<file path="config.mk">
export PLATFORM = sky130hd
export DESIGN_NAME = port_devstat_linkcap_regs
export DESIGN_NICKNAME = d
export VERILOG_FILES = /design/src/core/port_regs_pkg.sv /design/src/core/port_devstat_linkcap_regs.sv
export SDC_FILE = /design/constraint.sdc
export NUM_CORES = 1
export LEC_CHECK = 0
export BUFFER_PORTS_ARGS = -buffer_cell sky130_fd_sc_hd__buf_2
export CAP_MARGIN = 10
export CORE_MARGIN = 10
export CORE_UTILIZATION = 39
export DETAILED_ROUTE_END_ITERATION = 10
export GPL_ROUTABILITY_DRIVEN = 0
export MAX_ROUTING_LAYER = met4
export PLACE_DENSITY_LB_ADDON = 0.2
export SYNTH_ARGS = -nofsm -noshare
export SYNTH_HDL_FRONTEND = slang
export SYNTH_SLANG_ARGS = --single-unit
</file>
<file path="constraint.sdc">
create_clock -name i_ref_clk -period 3.93 [get_ports i_ref_clk]
set_input_delay 0.1965 -clock i_ref_clk [delete_from_list [all_inputs] [get_ports i_ref_clk]]
set_output_delay 0.1965 -clock i_ref_clk [all_outputs]
set_load 0.02 [all_outputs]
</file>
<file path="src/core/port_regs_pkg.sv">
// Constants, field layouts and carrier types for the per-port status/capability registers.
// Assumes a single core clock and a plain strobe-based register port.
// Functional notes
// - Error flags 16..19 latch regardless of reporting enables; cleared only by writing one.
// - Correctable error sets status bit 16; resets to zero.
// - Non-fatal error sets status bit 17; resets to zero.
// - Fatal error sets status bit 18; resets to zero.
// - Unsupported request sets status bit 19; resets to zero.
// - Status bit 20 reports auxiliary power present; resets to one.
// - Transactions-pending bit 21 always reads zero.
// - Max link speed bits 3:0 read-only, reset to 5 Gb/s code.
// - Max link width bits 9:4 read-only, reset to single lane.
// - Power management support bits 11:10 read-only, reset to zero.
// - L0s exit latency bits 14:12 reset to the 256-512 ns code.
// - L1 exit latency bits 17:15 reset to the all-zero code.
// - Upstream port fixes link-active reporting bit 20 at zero.
// - Hot-plug or link-active reporting downstream port reads bit 20 as one.
// - Bandwidth notify bit 21 is zero upstream, one downstream.
// - Port number bits 31:24 reset to the port index.
// - Speed, power, latency and port-number defaults overridable by sideband load.
package port_regs_pkg;
   localparam int ADDR_W = 8;
   localparam logic [7:0] OFS_DEVICE_STATUS = 8'hC8;
   localparam logic [7:0] OFS_LINK_CAPABILITIES = 8'hCC;
   localparam logic [7:0] OFS_IRQ_ENABLE = 8'hE0;
   localparam logic [7:0] OFS_IRQ_STATUS = 8'hE4;
   localparam logic [7:0] OFS_IRQ_CLEAR = 8'hE8;
   localparam int ERR_LSB = 16;
   localparam int AUX_BIT = 20;
   localparam int PEND_BIT = 21;
   localparam int SPEED_LSB = 0;
   localparam int WIDTH_LSB = 4;
   localparam int ASPM_LSB = 10;
   localparam int L0S_LSB = 12;
   localparam int L1_LSB = 15;
   localparam int DLL_BIT = 20;
   localparam int BWN_BIT = 21;
   localparam int PORT_LSB = 24;
   localparam logic [3:0] RST_SPEED = 4'h2;
   localparam logic [5:0] RST_WIDTH = 6'h01;
   localparam logic [1:0] RST_ASPM = 2'h0;
   localparam logic [2:0] RST_L0S = 3'h3;
   localparam logic [2:0] RST_L1 = 3'h0;
   localparam logic RST_AUX = 1'b1;
   localparam logic PEND_VAL = 1'b0;
   localparam int NUM_ERR = 4;

   // Error classes in status bit order
   typedef struct packed {
      logic unsup_req;
      logic fatal;
      logic non_fatal;
      logic correctable;
   } err_vec_s;

   // Sideband override of capability defaults
   typedef struct packed {
      logic [7:0] port_num;
      logic [2:0] l1_lat;
      logic [2:0] l0s_lat;
      logic [1:0] aspm;
      logic [3:0] speed;
   } cap_load_s;
endpackage

</file>
<file path="src/core/port_devstat_linkcap_regs.sv">
// Device status and link capability registers of one switch port, with error interrupt.
// Assumes error pulses and sideband loads arrive on i_ref_clk from on-chip logic.
//
// Implementation choice: the strobed register port.
`timescale 1ns/1ps
module port_devstat_linkcap_regs #(
   parameter logic [7:0] PORT_INDEX = 8'h00,
   parameter bit IS_UPSTREAM = 1'b1,
   parameter bit DL_ACTIVE_REPORT = 1'b0,
   parameter bit HOT_PLUG_CAPABLE = 1'b0
) (
   input wire logic i_ref_clk,
   input wire logic i_resetn,
   input wire logic [port_regs_pkg::ADDR_W-1:0] i_addr,
   input wire logic [31:0] i_wdata,
   input wire logic i_wr,
   input wire logic i_rd,
   output logic [31:0] o_rdata,
   input wire port_regs_pkg::err_vec_s i_err,
   input wire logic i_cap_load,
   input wire port_regs_pkg::cap_load_s i_cap_data,
   output logic o_irq
);
   // Refused at elaboration so a bad option never reaches silicon
   if (IS_UPSTREAM && (DL_ACTIVE_REPORT || HOT_PLUG_CAPABLE)) begin : g_bad_upstream
      $error("Upstream port cannot report link-active state");
   end
   if (PORT_INDEX > 8'h02) begin : g_bad_index
      $error("Port index must be 0, 1 or 2");
   end

   port_regs_pkg::err_vec_s err_ff;
   port_regs_pkg::err_vec_s irq_en_ff;
   port_regs_pkg::cap_load_s cap_ff;
   logic [31:0] rdata_ff;
   logic [31:0] nxt_rdata;
   port_regs_pkg::err_vec_s clr_w1c;
   port_regs_pkg::err_vec_s clr_irq;
   logic dll_bit;
   logic bwn_bit;

   function automatic logic hit(input logic [7:0] a, input logic [7:0] ofs);
      hit = (a == ofs);
   endfunction

   // Upstream forces zero regardless of the options
   assign dll_bit = !IS_UPSTREAM && (DL_ACTIVE_REPORT || HOT_PLUG_CAPABLE);
   assign bwn_bit = !IS_UPSTREAM;

   assign clr_w1c = (i_wr && hit(i_addr, port_regs_pkg::OFS_DEVICE_STATUS)) ?
      i_wdata[port_regs_pkg::ERR_LSB +: port_regs_pkg::NUM_ERR] : '0;
   assign clr_irq = (i_wr && hit(i_addr, port_regs_pkg::OFS_IRQ_CLEAR)) ?
      i_wdata[port_regs_pkg::NUM_ERR-1:0] : '0;

   // Set beats clear; enables play no part in logging
   always_ff @(posedge i_ref_clk) begin
      if (!i_resetn)
         err_ff <= '0;
      else
         err_ff <= i_err | (err_ff & ~(clr_w1c | clr_irq));
   end

   always_ff @(posedge i_ref_clk) begin
      if (!i_resetn)
         irq_en_ff <= '0;
      else if (i_wr && hit(i_addr, port_regs_pkg::OFS_IRQ_ENABLE))
         irq_en_ff <= i_wdata[port_regs_pkg::NUM_ERR-1:0];
   end

   // Software cannot write capabilities; only the sideband loader can
   always_ff @(posedge i_ref_clk) begin
      if (!i_resetn) begin
         cap_ff.speed <= port_regs_pkg::RST_SPEED;
         cap_ff.aspm <= port_regs_pkg::RST_ASPM;
         cap_ff.l0s_lat <= port_regs_pkg::RST_L0S;
         cap_ff.l1_lat <= port_regs_pkg::RST_L1;
         cap_ff.port_num <= PORT_INDEX;
      end else if (i_cap_load) begin
         cap_ff <= i_cap_data;
      end
   end

   always_comb begin
      nxt_rdata = '0;
      if (hit(i_addr, port_regs_pkg::OFS_DEVICE_STATUS)) begin
         nxt_rdata[port_regs_pkg::ERR_LSB +: port_regs_pkg::NUM_ERR] = err_ff;
         nxt_rdata[port_regs_pkg::AUX_BIT] = port_regs_pkg::RST_AUX;
         nxt_rdata[port_regs_pkg::PEND_BIT] = port_regs_pkg::PEND_VAL;
      end else if (hit(i_addr, port_regs_pkg::OFS_LINK_CAPABILITIES)) begin
         nxt_rdata[port_regs_pkg::SPEED_LSB +: 4] = cap_ff.speed;
         nxt_rdata[port_regs_pkg::WIDTH_LSB +: 6] = port_regs_pkg::RST_WIDTH;
         nxt_rdata[port_regs_pkg::ASPM_LSB +: 2] = cap_ff.aspm;
         nxt_rdata[port_regs_pkg::L0S_LSB +: 3] = cap_ff.l0s_lat;
         nxt_rdata[port_regs_pkg::L1_LSB +: 3] = cap_ff.l1_lat;
         nxt_rdata[port_regs_pkg::DLL_BIT] = dll_bit;
         nxt_rdata[port_regs_pkg::BWN_BIT] = bwn_bit;
         nxt_rdata[port_regs_pkg::PORT_LSB +: 8] = cap_ff.port_num;
      end else if (hit(i_addr, port_regs_pkg::OFS_IRQ_ENABLE)) begin
         nxt_rdata[port_regs_pkg::NUM_ERR-1:0] = irq_en_ff;
      end else if (hit(i_addr, port_regs_pkg::OFS_IRQ_STATUS)) begin
         nxt_rdata[port_regs_pkg::NUM_ERR-1:0] = err_ff;
      end
   end

   // Data valid only in the cycle after the read strobe
   always_ff @(posedge i_ref_clk) begin
      if (!i_resetn)
         rdata_ff <= '0;
      else if (i_rd)
         rdata_ff <= nxt_rdata;
      else
         rdata_ff <= '0;
   end

   assign o_rdata = rdata_ff;
   assign o_irq = |(err_ff & irq_en_ff);

   // Every error class latches its own flag
   for (genvar gi = 0; gi < port_regs_pkg::NUM_ERR; gi++) begin : g_err_chk

   end
endmodule

</file>
Yosys cells after proc, flatten, opt, wreduce, memory -nomap -nowiden --
Index checks and enable logic that the tools add are counted.
Storage, ports and cells: memories kept 0, flip-flop bits (word level) 60, RAM bits 0, bits of input ports 69, latch bits 0, memory bits (read-only) 0
Operators by class: equality and inequality tests 5, bitwise operators 8, shift-type cells 0, divide/modulo/power cells 0, mux-type cells 8, add/sub/neg operators 0, reduce and logical (&&, ||, !) cells 8, multipliers 0, magnitude comparators 0
Operator list (number):
- $eq 8x8->1 const B | 5
- $mux 4 | 5
- $mux 14 | 1
- $and 4x4->4 | 2
- $or 4x4->4 | 2
- $reduce_or 4->1 | 2
- $not 4->4 | 1
- $logic_and 1x1->1 | 3
- $not 1->1 | 3
- $reduce_and 3->1 | 1
- $reduce_or 3->1 | 1
- $mux 2 | 1
- $reduce_and 2->1 | 1
- $mux 1 | 1

Logic depth before layout (Yosys ltp) --
word-level depth 7, mapped depth 5, mapped depth without buffers 3

Least setup slack after synthesis --
Ideal clock, no wire load.
kind input port to flip-flop, start point input i_addr[2] (netlist name), end point register irq_en_ff[0] (netlist name), path slack 2.452 ns, stages on the path 4, arrival 1.406 ns, data required time 3.858 ns, buffers on the path 1, cells stage by stage buf_6 -> or4b_4 -> nor4b_4 -> mux2i_1
On the way: cells in the longest elaborated chain, start to end 2
RTL lines:
- start: declaration | RTL line port_devstat_linkcap_regs.sv:14 | input wire logic [port_regs_pkg::ADDR_W-1:0] i_addr,
- $eq 8x8->1 | RTL line port_devstat_linkcap_regs.sv:43 | hit = (a == ofs);
- $logic_and 1x1->1 | RTL line port_devstat_linkcap_regs.sv:66 | else if (i_wr && hit(i_addr, port_regs_pkg::OFS_IRQ_ENABLE))
- end signal: assignment | RTL line port_devstat_linkcap_regs.sv:67 | irq_en_ff <= i_wdata[port_regs_pkg::NUM_ERR-1:0];
- end: declaration | RTL line port_devstat_linkcap_regs.sv:33 | port_regs_pkg::err_vec_s irq_en_ff;
No other way between the ends. A chain may end at the register's enable or synchronous reset.

Final worst setup path --
start point input i_resetn, end point register rdata_ff[17], in the netlist o_rdata[17]
On the way: cells in the longest elaborated chain, start to end 1
RTL lines:
- start: declaration | RTL line port_devstat_linkcap_regs.sv:13 | input wire logic i_resetn,
- $reduce_and 2->1 (no line)
- end signal: assignment | RTL line port_devstat_linkcap_regs.sv:110 | rdata_ff <= nxt_rdata;
- end: declaration | RTL line port_devstat_linkcap_regs.sv:35 | logic [31:0] rdata_ff;
No other way between the ends.

==> flow_summary_export.csv <==
group,metric,value,unit
route,wl_per_cell,14.1,um
hold_path,worst_hold_startpoint,"i_cap_data[6]",
setup_path,r2r.worst_path.cells,3,
global_route,global_route.usage.total,11.1,%
global_route,grt_antenna_before_repair,1,
synth,count_of_yosys_warnings_during_synthesis,0,
hold_path,worst_hold_path.endpoint,"cap_ff[6]$_SDFFE_PN1P_",
die,io_pins,102,
placement,port_buffers,69,
route,wl_met1,2100,um
die,dieWidth,91.5,um
synth,number_of_instances_in_the_synthesized_netlist,186,
status,outcome,"complete, no violations",
synth,post_synth.cell_area_avg,10.7,um2
setup_path,setup.worst_path.end_class,"flip-flop",
setup_path,critical_path.startpoint_type,"input pin",
hold_path,hold_path_cell_cnt,3,
route,dr_wl_met2,2020,um
synth,synth_cell_type_count,29,
route,drt_iter0_drcs,38,
final_layout,fillers,457,
power,maximum_resistive_drop_on_vdd,0.173,mV
power,power.leakage,1.15,nW
timing,timing_max_transition_violations_final,0,
power,pwr_density_cell,375,nW/um2
setup_path,crit_slowest_cell,"sky130_fd_sc_hd__nor4_1",
global_route,pin_count_of_the_biggest_net_entering_global_routing,34,
route,totalWireLength,4540,um
die,core_area,4850,um2
timing,finalHoldViolCount,0,
cts,clkSlewWorstSetupHoldPaths,0.08,ns
timing,achievable-frequency,0.607,GHz
cts,post-cts-setup-buffer-count,0,
timing,fin_tns_setup,0,ns
synth,netlist_area,2000,um2
global_route,global_route_wire_length_before_repair,7360,um
setup_path,worstSetupPathType,"in2reg",
timing,max_slew.worst_pin.slew,0.902,ns
final_layout,multiInputGateArea,873,um2
route,highest_layer,"met4",
final_layout,syn_to_final_growth,22.2,%
cts,cts_hold_buf,0,
setup_path,top_delay_family_on_crit_path,"simple AND/OR/NAND/NOR gates",
cts,cts_tree,"built",
timing,worst_clock_skew,0.00841,ns
setup_path,r2r-end,"o_rdata[3]$_SDFF_PP0_",
final_layout,finish.net_count,322,
setup_path,crit_path_max_fanout,33,
die,die_h,91.5,um
final_layout,drive_above_1_share,32.0,%
route,met3_wirelength,313,um
setup_path,critPathMaxStageDelay,0.74,ns
final_layout,mostFrequentLayoutCells,"sky130_fd_sc_hd__buf_2, sky130_fd_sc_hd__dfxtp_1, sky130_fd_sc_hd__mux2i_1",
die,initial_core_util,41.2,%
synth,synth_sequential_area_ratio,52.2,%
timing,slew_headroom,39.3,%
timing,finalCriticalPeriod,1.65,ns
cts,cts.repair.resized,0,
timing,grt_setup_unrepaired,"false",
route,num_vias,1444,
cts,cts_max_path_buffers,2,
final_layout,storage_element_area,1040,um2
setup_path,worstPathCellList,"buf_2 -> nand4bb_1 -> nor4_1 -> a22o_1",
synth,synth_seq_cells,52,
cts,worst_skew_pair.late_latency,0.30,ns
route,drt_first_pass_iters,4,
setup_path,timing.critical_path.required,4.17,ns
cts,numClockSinks,52,
setup_path,worstPathBufferInverterCount,1,
die,fp.dieArea,8380,um2
die,number_of_rows_created_at_floorplan,25,
timing,report.final.setup_viol,0,
placement,dpl.hpwl,3450,um
route,via_to_cell_ratio,4.50,
final_layout,final_common_cell,"sky130_fd_sc_hd__buf_2",
placement,pre_cts_ws,1.96,ns
timing,finalWorstSetupSlack,2.28,ns
cts,cts_inserted_buffers,5,
cts,htreeDepth,2,
setup_path,reg2reg_from,"cap_ff[3]$_SDFFE_PN0P_",
global_route,global_route.overflow_total,0,
timing,timing.final.crit_share,41.9,%
hold_path,holdCritPathClass,"in2reg",
global_route,vias_in_the_first_global_route,1448,
setup_path,worstPathArrival,1.89,ns
route,drcViolationCount,0,
job,drv.max_cap_violation_count,0,
timing,whs,0.126,ns
route,drtAntennaViolNets,0,
setup_path,timing.reg2reg.setup_slack,2.98,ns
cts,ctsRootBufferMaster,"sky130_fd_sc_hd__clkbuf_8",
-- worst reg2reg max path, delay by kind of cell (launching register included) --
family | cells | cell delay (ns)
compound gates | 2 | 0.40
simple gates | 1 | 0.13
flops | 1 | 0.32
-- power breakdown --
| group | internal (mW) | switching (mW) |
|---|---|---|
| Sequential | 0.542 | 0.00794 |
| Combinational | 0.0396 | 0.0427 |
| Clock | 0.121 | 0.161 |
-- cell usage after synthesis --
master	count	area share (%)
sky130_fd_sc_hd__dfxtp_1	52	52
sky130_fd_sc_hd__mux2i_1	31	16
sky130_fd_sc_hd__nor2b_1	18	5.6
sky130_fd_sc_hd__and2_1	16	5.0
sky130_fd_sc_hd__nand2_1	12	2.3
sky130_fd_sc_hd__buf_4	9	3.4
sky130_fd_sc_hd__clkbuf_1	6	1.1
sky130_fd_sc_hd__nor2_1	5	0.94
sky130_fd_sc_hd__a21oi_1	4	1.0
sky130_fd_sc_hd__o21ai_0	4	1.0
sky130_fd_sc_hd__or3_1	4	1.3
sky130_fd_sc_hd__o2bb2ai_1	3	1.3
sky130_fd_sc_hd__a22o_1	2	0.88
sky130_fd_sc_hd__a22oi_1	2	0.75
sky130_fd_sc_hd__inv_1	2	0.38
sky130_fd_sc_hd__nand4_1	2	0.63
sky130_fd_sc_hd__nor4_1	2	0.63
sky130_fd_sc_hd__a311oi_1	1	0.44
sky130_fd_sc_hd__and3b_2	1	0.50
sky130_fd_sc_hd__buf_2	1	0.25
sky130_fd_sc_hd__buf_6	1	0.56
sky130_fd_sc_hd__conb_1	1	0.19
sky130_fd_sc_hd__nand4b_1	1	0.44
sky130_fd_sc_hd__nand4bb_1	1	0.56
sky130_fd_sc_hd__nor3_1	1	0.25
sky130_fd_sc_hd__nor4b_4	1	1.2
sky130_fd_sc_hd__o31a_2	1	0.50
sky130_fd_sc_hd__or4b_1	1	0.50
sky130_fd_sc_hd__or4b_4	1	0.69
-- worst max path at each step --
stage	from	endpoint	slack [ns]	depth (start not counted)
CTS	i_resetn	o_rdata[17]$_SDFF_PN0_	2.27	4
detailed placement	i_resetn	o_rdata[17]$_SDFF_PN0_	1.96	4
finish	i_resetn	o_rdata[17]$_SDFF_PN0_	2.28	4
floorplan	i_addr[2]	irq_en_ff[0]$_SDFFE_PN0P_	2.45	4
global route	i_resetn	o_rdata[17]$_SDFF_PN0_	2.13	4
global placement	i_resetn	o_rdata[17]$_SDFF_PN0_	1.91	4
-- layer usage --
| layer | vias to the layer above | GRT usage [%] |
|---|---|---|
| met5 | - | - |
| met4 | 0 | 4.70 |
| met3 | 7 | 3.70 |
| met2 | 52 | 16.3 |
| met1 | 635 | 13.5 |
| li1 | 750 | - |
-- flip-flops by register name, indices dropped and copies added, names as in the netlist --
signal and count:
cap_ff 20, o_rdata 24, irq_en_ff 4, err_ff 4
-- stage by stage --
stage	cells	util, %	power (mW)	area [um2]
global route	321	50.3	0.964	2440
detailed placement	313	48.6	0.645	2360
finish	321	50.3	0.915	2440
global placement	313	48.6	0.643	2360
floorplan	193	-	0.619	2020
CTS	320	50.2	0.927	2440
-- cells by family after synthesis --
group                  Yosys count  share of synthesized area, %
and+or+nand+nor                 66                          20.5
buffers and inverters           19                          5.70
other                            1                         0.188
muxes                           31                          15.5
AOI/OAI and AO/OA               17                          5.89
DFF                             52                          52.2
-- cell type report --
cell class                 count  share of cell area, %
tap                           67                   3.44
clock inverter                 1                  0.205
multi-input combinational    122                   35.8
antenna                        1                  0.103
clock buffer                   6                   2.98
sequential                    52                   42.7
inverter                       2                  0.308
timing repair buffer          70                   14.5
No activity file was read; power rests on OpenSTA's default activity.
